<file path="src/hdl/tlts_pkg.sv">
`default_nettype none
package tlts_pkg;
  localparam int WORD_W = 24;
  localparam int ADDR_W = 4;
  localparam int DATA_W = 20;
  localparam logic [3:0] ADDR_OPER = 4'h4;
  localparam logic [3:0] ADDR_SYNTH = 4'h5;
  localparam logic [WORD_W-1:0] OPER_RESET = 24'h000004;
  localparam logic [WORD_W-1:0] SYNTH_RESET = 24'h000005;
  // Address-4 field positions
  localparam int OP_RX_DLL = 23;
  localparam int OP_GAIN_LSB = 14;
  localparam int OP_VTH_LSB = 12;
  localparam int OP_SLOPE_LSB = 10;
  localparam int OP_IMAX_LSB = 8;
  localparam int OP_BAND = 7;
  localparam int OP_EXT_IF = 6;
  localparam int OP_BB_STD = 5;
  localparam int OP_BB_BYPASS = 4;
  // Address-5 field positions
  localparam int SY_UHF_IN = 23;
  localparam int SY_RX_LOW_SIDE = 22;
  localparam int SY_RX_DIV4 = 21;
  localparam int SY_RX_PD_INV = 20;
  localparam int SY_RX_CP_LSB = 18;
  localparam int SY_FRACN_COMP = 17;
  localparam int SY_DOUBLER = 14;
  localparam int SY_DENOM_LSB = 7;
  localparam int SY_UHF_CP_LSB = 4;
  // Fractional-N denominators per code
  localparam logic [4:0] DENOM_0 = 5'h05;
  localparam logic [4:0] DENOM_1 = 5'h08;
  localparam logic [4:0] DENOM_2 = 5'h0d;
  localparam logic [4:0] DENOM_3 = 5'h14;
endpackage
`default_nettype wire

</file>
<file path="src/hdl/tlts_sync.sv">
`timescale 1ns/1ns
`default_nettype none
module tlts_sync #(
  parameter int W = 3
) (
  input wire logic core_clk,
  input wire logic rst,
  input wire logic [W-1:0] d,
  output logic [W-1:0] q
);
  logic [W-1:0] meta_r;
  // First stage feeds only the second
  always_ff @(posedge core_clk) begin
    if (rst) begin
      meta_r <= '0;
      q <= '0;
    end else begin
      meta_r <= d;
      q <= meta_r;
    end
  end
endmodule // tlts_sync
`default_nettype wire

</file>
<file path="src/hdl/tlts_shift.sv">
`timescale 1ns/1ns
`default_nettype none
module tlts_shift
  import tlts_pkg::*;
#(
  parameter int W = 24
) (
  input wire logic core_clk,
  input wire logic rst,
  input wire logic sclk_s,
  input wire logic sdat_s,
  input wire logic slatch_s,
  output logic [W-1:0] word,
  output logic word_stb
);
  logic sclk_d_r;
  logic slatch_d_r;
  logic [W-1:0] shift_r;
  always_ff @(posedge core_clk) begin
    if (rst) begin
      sclk_d_r <= 1'b0;
      slatch_d_r <= 1'b0;
    end else begin
      sclk_d_r <= sclk_s;
      slatch_d_r <= slatch_s;
    end
  end
  // MSB first; data sampled on rising serial clock
  always_ff @(posedge core_clk) begin
    if (rst) begin
      shift_r <= '0;
    end else if (sclk_s && !sclk_d_r) begin
      shift_r <= {shift_r[W-2:0], sdat_s};
    end
  end
  // Word taken on latch rising edge
  always_ff @(posedge core_clk) begin
    if (rst) begin
      word <= '0;
      word_stb <= 1'b0;
    end else begin
      word_stb <= slatch_s && !slatch_d_r;
      if (slatch_s && !slatch_d_r) begin
        word <= shift_r;
      end
    end
  end
endmodule // tlts_shift
`default_nettype wire

</file>
<file path="src/hdl/tlts_regs.sv">
`timescale 1ns/1ns
`default_nettype none
module tlts_regs
  import tlts_pkg::*;
(
  input wire logic core_clk,
  input wire logic rst,
  input wire logic ser_data,
  input wire logic ser_clk,
  input wire logic ser_latch,
  output logic [1:0] tx_gain_code,
  output logic [1:0] tx_vth_code,
  output logic [1:0] tx_slope_code,
  output logic [1:0] tx_imax_code,
  output logic tx_band_1900,
  output logic tx_ext_if_filter,
  output logic tx_bb_bypass,
  output logic tx_bb_std_unused,
  output logic rx_dll_en,
  output logic uhf_doubler_en,
  output logic uhf_in_1900,
  output logic fracn_comp_en,
  output logic [4:0] fracn_denom,
  output logic [1:0] uhf_cp_code,
  output logic rx_lo_low_side,
  output logic rx_lo_div4,
  output logic rx_pd_invert,
  output logic [1:0] rx_cp_code
);
  ////////////////////////////////////////////////////////////////
  logic sdat_s;
  logic sclk_s;
  logic slatch_s;
  logic [WORD_W-1:0] word;
  logic word_stb;
  logic [WORD_W-1:0] oper_r;
  logic [WORD_W-1:0] synth_r;
  logic oper_we;
  logic synth_we;
  logic [1:0] gain_nxt;
  logic [1:0] vth_nxt;
  logic [1:0] slope_nxt;
  logic [1:0] imax_nxt;
  logic band_nxt;
  logic ext_if_nxt;
  logic bb_bypass_nxt;
  logic bb_std_nxt;
  logic dll_nxt;
  logic doubler_nxt;
  logic uhf_in_nxt;
  logic comp_nxt;
  logic [4:0] denom_nxt;
  logic [1:0] uhf_cp_nxt;
  logic low_side_nxt;
  logic div4_nxt;
  logic pd_inv_nxt;
  logic [1:0] rx_cp_nxt;

  tlts_sync #(.W(3)) u_sync (
    .core_clk(core_clk),
    .rst(rst),
    .d({ser_data, ser_clk, ser_latch}),
    .q({sdat_s, sclk_s, slatch_s})
  );

  tlts_shift #(.W(WORD_W)) u_shift (
    .core_clk(core_clk),
    .rst(rst),
    .sclk_s(sclk_s),
    .sdat_s(sdat_s),
    .slatch_s(slatch_s),
    .word(word),
    .word_stb(word_stb)
  );

  ////////////////////////////////////////////////////////////////
  // Other addresses are ignored here; they belong to other banks
  assign oper_we = word_stb && (word[ADDR_W-1:0] == ADDR_OPER);
  assign synth_we = word_stb && (word[ADDR_W-1:0] == ADDR_SYNTH);

  always_ff @(posedge core_clk) begin
    if (rst) begin
      oper_r <= OPER_RESET;
    end else if (oper_we) begin
      oper_r <= word;
    end
  end

  always_ff @(posedge core_clk) begin
    if (rst) begin
      synth_r <= SYNTH_RESET;
    end else if (synth_we) begin
      synth_r <= word;
    end
  end

  ////////////////////////////////////////////////////////////////
  // Registered decode keeps outputs glitch free toward analog
  always_comb begin
    gain_nxt = oper_r[OP_GAIN_LSB +: 2];
  end

  always_ff @(posedge core_clk) begin
    if (rst) begin
      tx_gain_code <= 2'h0;
    end else begin
      tx_gain_code <= gain_nxt;
    end
  end

  always_comb begin
    vth_nxt = oper_r[OP_VTH_LSB +: 2];
  end

  always_ff @(posedge core_clk) begin
    if (rst) begin
      tx_vth_code <= 2'h0;
    end else begin
      tx_vth_code <= vth_nxt;
    end
  end

  always_comb begin
    slope_nxt = oper_r[OP_SLOPE_LSB +: 2];
  end

  always_ff @(posedge core_clk) begin
    if (rst) begin
      tx_slope_code <= 2'h0;
    end else begin
      tx_slope_code <= slope_nxt;
    end
  end

  always_comb begin
    imax_nxt = oper_r[OP_IMAX_LSB +: 2];
  end

  always_ff @(posedge core_clk) begin
    if (rst) begin
      tx_imax_code <= 2'h0;
    end else begin
      tx_imax_code <= imax_nxt;
    end
  end

  always_comb begin
    band_nxt = oper_r[OP_BAND];
  end

  always_ff @(posedge core_clk) begin
    if (rst) begin
      tx_band_1900 <= 1'b0;
    end else begin
      tx_band_1900 <= band_nxt;
    end
  end

  always_comb begin
    ext_if_nxt = oper_r[OP_EXT_IF];
  end

  always_ff @(posedge core_clk) begin
    if (rst) begin
      tx_ext_if_filter <= 1'b0;
    end else begin
      tx_ext_if_filter <= ext_if_nxt;
    end
  end

  always_comb begin
    bb_bypass_nxt = oper_r[OP_BB_BYPASS];
  end

  always_ff @(posedge core_clk) begin
    if (rst) begin
      tx_bb_bypass <= 1'b0;
    end else begin
      tx_bb_bypass <= bb_bypass_nxt;
    end
  end

  always_comb begin
    bb_std_nxt = oper_r[OP_BB_STD];
  end

  always_ff @(posedge core_clk) begin
    if (rst) begin
      tx_bb_std_unused <= 1'b0;
    end else begin
      tx_bb_std_unused <= bb_std_nxt;
    end
  end

  ////////////////////////////////////////////////////////////////
  // Gated fields follow both registers
  always_comb begin
    // DLL only meaningful with divide-by-two second LO
    dll_nxt = oper_r[OP_RX_DLL] && !synth_r[SY_RX_DIV4];
  end

  always_ff @(posedge core_clk) begin
    if (rst) begin
      rx_dll_en <= 1'b0;
    end else begin
      rx_dll_en <= dll_nxt;
    end
  end

  always_comb begin
    doubler_nxt = synth_r[SY_DOUBLER] && oper_r[OP_BAND];
  end

  always_ff @(posedge core_clk) begin
    if (rst) begin
      uhf_doubler_en <= 1'b0;
    end else begin
      uhf_doubler_en <= doubler_nxt;
    end
  end

  always_comb begin
    uhf_in_nxt = synth_r[SY_UHF_IN] && synth_r[SY_DOUBLER] && oper_r[OP_BAND];
  end

  always_ff @(posedge core_clk) begin
    if (rst) begin
      uhf_in_1900 <= 1'b0;
    end else begin
      uhf_in_1900 <= uhf_in_nxt;
    end
  end

  ////////////////////////////////////////////////////////////////
  // Synthesizer and receive LO fields
  always_comb begin
    comp_nxt = synth_r[SY_FRACN_COMP];
  end

  always_ff @(posedge core_clk) begin
    if (rst) begin
      fracn_comp_en <= 1'b0;
    end else begin
      fracn_comp_en <= comp_nxt;
    end
  end

  always_comb begin
    case (synth_r[SY_DENOM_LSB +: 2])
      2'h0: denom_nxt = DENOM_0;
      2'h1: denom_nxt = DENOM_1;
      2'h2: denom_nxt = DENOM_2;
      2'h3: denom_nxt = DENOM_3;
      default: denom_nxt = DENOM_0;
    endcase
  end

  always_ff @(posedge core_clk) begin
    if (rst) begin
      fracn_denom <= DENOM_0;
    end else begin
      fracn_denom <= denom_nxt;
    end
  end

  always_comb begin
    uhf_cp_nxt = synth_r[SY_UHF_CP_LSB +: 2];
  end

  always_ff @(posedge core_clk) begin
    if (rst) begin
      uhf_cp_code <= 2'h0;
    end else begin
      uhf_cp_code <= uhf_cp_nxt;
    end
  end

  always_comb begin
    low_side_nxt = synth_r[SY_RX_LOW_SIDE];
  end

  always_ff @(posedge core_clk) begin
    if (rst) begin
      rx_lo_low_side <= 1'b0;
    end else begin
      rx_lo_low_side <= low_side_nxt;
    end
  end

  always_comb begin
    div4_nxt = synth_r[SY_RX_DIV4];
  end

  always_ff @(posedge core_clk) begin
    if (rst) begin
      rx_lo_div4 <= 1'b0;
    end else begin
      rx_lo_div4 <= div4_nxt;
    end
  end

  always_comb begin
    pd_inv_nxt = synth_r[SY_RX_PD_INV];
  end

  always_ff @(posedge core_clk) begin
    if (rst) begin
      rx_pd_invert <= 1'b0;
    end else begin
      rx_pd_invert <= pd_inv_nxt;
    end
  end

  always_comb begin
    rx_cp_nxt = synth_r[SY_RX_CP_LSB +: 2];
  end

  always_ff @(posedge core_clk) begin
    if (rst) begin
      rx_cp_code <= 2'h0;
    end else begin
      rx_cp_code <= rx_cp_nxt;
    end
  end
endmodule // tlts_regs
`default_nettype wire

</file>
<file path="config.mk">
export PLATFORM = sky130hd
export DESIGN_NAME = tlts_regs
export DESIGN_NICKNAME = d
export VERILOG_FILES = /design/src/hdl/tlts_pkg.sv /design/src/hdl/tlts_sync.sv /design/src/hdl/tlts_shift.sv /design/src/hdl/tlts_regs.sv
export SDC_FILE = /design/constraint.sdc
export NUM_CORES = 1
export LEC_CHECK = 0
export BUFFER_PORTS_ARGS = -buffer_cell sky130_fd_sc_hd__buf_2
export CAP_MARGIN = 20
export CORE_MARGIN = 2
export CORE_UTILIZATION = 52
export CTS_CLUSTER_SIZE = 20
export DETAILED_ROUTE_END_ITERATION = 8
export PLACE_DENSITY = 0.74
export REMOVE_ABC_BUFFERS = 1
export SYNTH_ARGS = -nofsm -noshare
export SYNTH_HDL_FRONTEND = slang
export SYNTH_SLANG_ARGS = --single-unit
export TNS_END_PERCENT = 20
</file>
<file path="constraint.sdc">
create_clock -name core_clk -period 1.5 [get_ports core_clk]
set_clock_uncertainty 0.1 [all_clocks]
set_input_delay 0.15 -clock core_clk [delete_from_list [all_inputs] [get_ports core_clk]]
set_output_delay 0.15 -clock core_clk [all_outputs]
set_load 0.01 [all_outputs]
</file>
Word-level counts from Yosys, hierarchy flattened
Cells that the tools add are included.
- memory bits (read-only): 0
- bits in writable memories: 0
- latch bits: 0
- register bits after elaboration: 133
- word-level logic and storage cells: 45
- memories: 0
- reductions and logical operators: 12
- bitwise gates (word level): 0
- shift operators: 0
- equal/unequal tests: 5
- divide/modulo/power cells: 0
- muxes and demuxes: 1
- multipliers: 0
- $lt $le $gt $ge: 0
- $add $sub $neg: 0
- operator list (operator ; count):
    5-bit one-hot mux with 4 select lines ; 1
    4-bit by 3-bit equality test with 1-bit output, second input constant ; 2
    1-bit logical AND ; 8
    2-bit equality test, second input constant ; 2
    1-bit logical NOT ; 3
    2-bit by 1-bit equality test with 1-bit output, second input constant ; 1
    2-bit logical NOT ; 1

Logic depth before layout (Yosys ltp)
Gate-level depths: netlist of the first run.
- word-level depth: 2
- mapped depth: 5
- mapped depth without buffers: 3

Modules after synthesis
A second synthesis of the first run with hierarchy kept.
- cell total of the unflattened synthesis: 334
- area, all modules: 3933.8 sq um
- modules (own cells, without submodules) (module ; area an instance (sq um) ; instances ; cells each):
    tlts_shift ; 1970.6 ; 1 ; 167
    tlts_regs ; 1805.5 ; 1 ; 155
    tlts_sync ; 157.7 ; 1 ; 12

Worst setup path before layout of the first run
OpenSTA, ideal clock, no wires.
- path kind: reg-to-reg
- start point: register u_shift.word[3]
- end point: register oper_r[10]
- buffers on the path: 1
- data arrival time: 1198 ps
- setup time: 121 ps
- path slack: 80 ps
- required time: 1279 ps
- stages on the path, launching flop included: 5
- path through: dfxtp_1 -> and4bb_4 -> and2b_4 -> buf_12 -> mux2_4
- word-level cells in the longest chain between the ends: 2
- ends and longest elaborated chain (item ; RTL line ; source):
    from (decl) ; tlts_shift.sv:13 ; output logic [W-1:0] word,
    from (signal assigned) ; tlts_shift.sv:44 ; word <= shift_r;
    4-bit by 3-bit equality test with 1-bit output ; tlts_regs.sv:78 ; assign oper_we = word_stb && (word[ADDR_W-1:0] == ADDR_OPER);
    1-bit logical AND ; tlts_regs.sv:78 ;
    to (signal assigned) ; tlts_regs.sv:85 ; oper_r <= word;
    to (decl) ; tlts_regs.sv:36 ; logic [WORD_W-1:0] oper_r;
No other way between the ends.
A chain may end at the register's enable or synchronous reset.

Worst setup path in the final report of the first run
- start point: register u_shift.word[3]
- end point: register oper_r[6]
The elaborated chain is that of the path after synthesis.

==> impl_metrics.env, run 1 <==
export IMPL_synth_top_area_share_pct=58.03
export IMPL_synth_edf_count=0
export IMPL_crit_start="u_shift.word[3]$_SDFFE_PP0P_"
export IMPL_drv_slew=0
export IMPL_die_h_um=88.65
export IMPL_ys_ff_latch=108
export IMPL_syn_instance_count=382
export IMPL_rsz0062_at_grt="true"
export IMPL_final_area_um2=4183
export IMPL_htreeDepth=3
export IMPL_critPathMaxFanout=8
export IMPL_r2r_start="u_shift.word[3]$_SDFFE_PP0P_"
export IMPL_insertion_delay_ns=0.36
export IMPL_yosysSeqAreaShare_pct=58.03
export IMPL_clkTransAtPathRegs_ns=0.09
export IMPL_synth_common_cells="dfxtp_1 (108), nand2_1 (95), a21oi_1 (47)"
export IMPL_synth_cell_types=24
export IMPL_ant_nets=0
export IMPL_cap_violations=0
export IMPL_wl_per_cell_um=10.71
export IMPL_async_reset_ff_share_pct=0
export IMPL_hpwl_mm=3.481
export IMPL_die_w_um=88.65
export IMPL_place_area_um2=3971
export IMPL_regArea_um2=2162
export IMPL_synth_area_um2=3726
export IMPL_drive_gt1_share_pct=17.07
export IMPL_hold_class="primary input to register"
export IMPL_cts_sinks=108
export IMPL_dr_pass1_iters=4
export IMPL_finalSetupTns_ns=0
export IMPL_peakVddDrop_v=0.0006190
export IMPL_core_area_um2=6869
export IMPL_antenna_cells=0
export IMPL_cts_tree="built"
export IMPL_nNetsFinal=420
export IMPL_finalPower_uw=4571
export IMPL_hp_start="rst"
export IMPL_drc=0
export IMPL_clockRootBuffer="clkbuf_8"
export IMPL_final_util_pct=60.89
export IMPL_grt_pass1_vias=2099
export IMPL_cts_buffer_depth=2
export IMPL_crit_path_end_kind="register"
export IMPL_p_leak_uw=0.001656
export IMPL_wirelength_mm=5.485
export IMPL_avgViaCountPerCell=4.674
export IMPL_rows=30
export IMPL_yosys_warnings=0
export IMPL_cp_required_ns=1.65
export IMPL_area_growth_pct=12.26
export IMPL_synth_ff_type="dfxtp_1"
export IMPL_grt_max_degree=51
export IMPL_cts_buffers_inserted=9
export IMPL_synth_top_area_cell="dfxtp_1"
export IMPL_antenna_found_initial=0
export IMPL_setup_slack_ns=0.01777
export IMPL_fin_crit_ns=1.482
export IMPL_first_iter_violations=106
export IMPL_worstPathArrival_ns=1.63
export IMPL_syn_area_per_cell_um2=9.754
export IMPL_critical_path_class="register to register"
export IMPL_grtUsageTotal_pct=15.13
export IMPL_final_setup_viol_count=0
export IMPL_die_area_um2=7859
export IMPL_port_buffers=31
export IMPL_yosys_cell_count_top_type="dfxtp_1"
export IMPL_hold_viol_final=0
export IMPL_crit_path_start_kind="register"
export IMPL_fillers=601
export IMPL_start_util_pct=54.24
export IMPL_gp_routability_congestion=0.6993
export IMPL_post_place_ws_ns=0.03088
export IMPL_p_per_area_nw_per_um2=1093
export IMPL_timing_final_crit_share_pct=98.82
export IMPL_grt_pass1_wl_mm=9.204
export IMPL_cts_setup_buffers=0
export IMPL_multi_input_area_um2=1398
export IMPL_synth_area_leaders="dfxtp_1 (58%), nand2_1 (9.6%), nor2b_1 (6.5%)"
export IMPL_io_pins=33
export IMPL_grt_ovfl_total=0
export IMPL_dr_total_vias=2393
export IMPL_status="complete, no violations"
export IMPL_fmax_mhz=674.7
-- what timing repair did --
action / CTS / global route
endpoints found under the setup margin: 0 / 8
endpoints found under the hold margin: 3 / 0
gates resized for setup: 0 / 1
hold buffers: 3 / 0
-- worst paths after layout --
path                                       end  slack, ns  cells past startpoint
setup / recovery        oper_r[6]$_SDFFE_PP0P_       0.02                      3
hold / removal    u_shift.word[4]$_SDFFE_PP0P_       0.14                      3
setup reg to reg        oper_r[6]$_SDFFE_PP0P_       0.02                      3
hold reg to reg           rx_dll_en$_SDFF_PP0_       0.31                      1
-- area by class of cell --
type	count	area share (%)
Clock buffer	11	3.380
Clock inverter	5	0.8974
Inverter	9	0.8077
Multi-Input combinational cell	240	33.41
Sequential cell	108	51.69
Tap cell	96	2.872
Timing Repair Buffer	43	6.940
-- stage by stage --
stage / cells / hold slack [ns]
after floorplan: 357 / 0.1191
after global placement: 493 / 0.2612
after detailed placement: 493 / 0.2664
after CTS: 512 / 0.1375
after global routing: 512 / 0.1501
final: 512 / 0.1438
-- state kept, by name (all words and copies together), names as in the netlist, 3 cells and up --
| register | cells |
|---|---|
| u_shift.shift_r | 24 |
| u_shift.word | 23 |
| oper_r | 13 |
| synth_r | 12 |
| fracn_denom | 4 |
| u_sync.meta_r | 3 |
| u_sync.q | 3 |
-- kinds of logic after synthesis --
group	synth area share (%)
and+or+nand+nor	21.32
DFF	58.03
AOI/OAI and AO/OA	6.313
buffers and inverters	4.533
muxes	8.361
adders and majority gates	1.343
other	0.1006
-- worst max-delay path, cell delays in order (launching register included) --
cell	delay, ns
dfxtp_1	0.32
and4bb_4	0.35
and2b_4	0.26
mux2_2	0.35
-- layout by cell type, fill, tap and decap left out, drive strengths merged --
cell / netlist / final
nor3b: 1 / 1
a21oi: 47 / 47
and3: 1 / 1
nand2b: 21 / 21
clkinvlp: 0 / 2
inv: 9 / 9
buf: 15 / 40
and4bb: 1 / 1
clkinv: 0 / 3
dfxtp: 108 / 108
conb: 1 / 1
and2b: 1 / 1
clkbuf: 10 / 11
and2: 2 / 2
mux2i: 12 / 12
nor2: 1 / 1
ha: 4 / 4
dlygate4sd3: 0 / 3
or3: 1 / 1
nor2b: 39 / 39
mux2: 13 / 13
nand2: 95 / 95
-- report_power, final --
part / switching, µW / internal (µW) / total (µW)
Clock: 924 / 653 / 1580
Sequential: 3.28 / 2870 / 2880
Combinational: 75.0 / 40.3 / 115
-- layer usage --
layer	global-route usage, %	vias to the layer above	share of wire, %
met5	0	-	0
met4	6.198	0	1.5
met3	4.198	5	3.8
met2	24.63	38	47
met1	18.99	1086	48
li1	-	1264	-
No activity file was read; power rests on OpenSTA's default activity.
==> run 2: changes to the inputs <==
CORE_UTILIZATION = 55   (was 52)
PLACE_DENSITY = 0.75   (was 0.74)
clock period = 1.7 ns   (was 1.5 ns; I/O delays follow)
==> run 2 against run 1 <==
- largest power group unchanged
- register-to-register slack gained 0.14 ns
- via count increased by 0.63%
- wire length shrank 0.78%
- total power fell by 9.9%
- sequential cell count is the same
==> impl_metrics.env, run 2 (synthesized netlist as in run 1, its figures left out) <==
export IMPL_status="complete, no violations"
export IMPL_wl_per_cell_um=11.11
export IMPL_grtUsageTotal_pct=15.99
export IMPL_top_register="u_shift.shift_r"
export IMPL_dr_pass1_iters=4
export IMPL_path_buf_inv=0
export IMPL_cp_required_ns=1.85
export IMPL_cp_depth=3
export IMPL_mostFrequentLayoutCells="dfxtp_1 (108), nand2_1 (95), a21oi_1 (47)"
export IMPL_cts_buffer_depth=2
export IMPL_drive_gt1_share_pct=16.46
export IMPL_finalSetupTns_ns=0
export IMPL_area_growth_pct=11.11
export IMPL_avgViaCountPerCell=4.914
export IMPL_hold_depth=3
export IMPL_p_per_area_nw_per_um2=994.9
export IMPL_crit_chain="and4bb_4, and2b_4, mux2_2"
export IMPL_insertion_delay_ns=0.35
export IMPL_cts_sinks=108
export IMPL_ant_nets=0
export IMPL_core_area_um2=6459
export IMPL_critPathTopFamily="simple AND/OR/NAND/NOR gates"
export IMPL_hold_class="primary input to register"
export IMPL_fillers=544
export IMPL_rsz0062_at_grt="false"
export IMPL_htreeDepth=3
export IMPL_fmax_mhz=649.7
export IMPL_worstPathArrival_ns=1.69
export IMPL_r2r_cells=3
export IMPL_crit_path_start_kind="register"
export IMPL_slowest_delay_ns=0.36
export IMPL_start_util_pct=57.69
export IMPL_cts_setup_buffers=0
export IMPL_wirelength_mm=5.442
export IMPL_critical_path_class="register to register"
export IMPL_hpwl_mm=3.327
export IMPL_nNetsFinal=418
export IMPL_port_buffers=31
export IMPL_antenna_found_initial=0
export IMPL_top_regs="u_shift.shift_r: 24 flops, u_shift.word: 23 flops, oper_r: 13 flops"
export IMPL_grt_max_degree=73
export IMPL_cp_slowest_cell="mux2_2"
export IMPL_critPathMaxFanout=11
export IMPL_grt_pass1_vias=2254
export IMPL_largest_reg_flops=24
export IMPL_timing_final_crit_share_pct=90.55
export IMPL_io_pins=33
export IMPL_first_iter_violations=147
export IMPL_grt_ovfl_total=0
export IMPL_holdBufCountCts=3
export IMPL_cts_resized=0
export IMPL_grt_pass1_wl_mm=9.508
export IMPL_clockRootBuffer="clkbuf_8"
export IMPL_final_common_cell="dfxtp_1"
export IMPL_die_area_um2=7449
export IMPL_rows=29
export IMPL_crit_path_end_kind="register"
export IMPL_dr_total_vias=2408
export IMPL_drv_slew=0
export IMPL_cts_tree="built"
export IMPL_antenna_cells=0
export IMPL_hold_viol_final=0
export IMPL_cts_buffers_inserted=9
export IMPL_clkTransAtPathRegs_ns=0.09
export IMPL_cap_violations=0
export IMPL_place_area_um2=3920
export IMPL_drc=0
export IMPL_post_place_ws_ns=0.1690
export IMPL_p_leak_uw=0.001641
export IMPL_final_setup_viol_count=0
export IMPL_setup_slack_ns=0.1607
export IMPL_die_w_um=86.31
export IMPL_gp_routability_congestion=0.7111
export IMPL_fin_crit_ns=1.539
export IMPL_peakVddDrop_v=0.0004796
export IMPL_die_h_um=86.31
export IMPL_final_area_um2=4140
-- run 2: where the power goes --
group | switching, µW | internal (µW) | leakage [µW] | total [µW]
Sequential | 3.01 | 2540 | 0.000871 | 2540
Clock | 811 | 672 | 0.0000873 | 1480
Combinational | 65.3 | 31.0 | 0.000683 | 96.3
Total | 880 | 3240 | 0.00164 | 4120
-- run 2: final timing paths --
| path | endpoint | startpoint | slack (ns) |
|---|---|---|---|
| max | oper_r[6]$_SDFFE_PP0P_ | u_shift.word[3]$_SDFFE_PP0P_ | 0.16 |
| min | u_shift.slatch_d_r$_SDFF_PP0_ | rst | 0.20 |
| max reg2reg | oper_r[6]$_SDFFE_PP0P_ | u_shift.word[3]$_SDFFE_PP0P_ | 0.16 |
| min reg2reg | rx_dll_en$_SDFF_PP0_ | synth_r[21]$_SDFFE_PP0P_ | 0.31 |
-- run 2: metrics by stage --
step / util, % / instances / hold WS (ns) / power, µW
floorplan: - / 357 / 0.1391 / 2630
CTS: 64.10 / 490 / 0.1889 / 4167
detailed placement: 60.69 / 472 / 0.2857 / 2690
global placement: 60.69 / 472 / 0.2841 / 2690
finish: 64.10 / 490 / 0.1952 / 4119
global route: 64.10 / 490 / 0.1960 / 4268
-- run 2: layout make-up --
cell class              instances  area, µm²  area share (%)
well taps                      77      96.34           2.327
clock buffers                   9      123.9           2.992
flip-flops and latches        108       2162           52.22
clock inverters                 6      66.31           1.602
repair buffers                 41      262.8           6.346
multi-input cells             240       1395           33.70
inverters                       9      33.78          0.8160
-- run 2: layer usage --
metal	vias to the layer above	global-route usage, %	wire length, µm
li1	1262	-	-
met1	1099	20.27	2550
met2	39	26.36	2623
met3	8	2.571	158
met4	0	8.381	108
met5	-	0	0
-- run 2: worst reg2reg max path, cell delays in order, from the launching register on --
cell and delay (ns):
dfxtp_1 0.32, and4bb_4 0.35, and2b_4 0.31, mux2_2 0.36
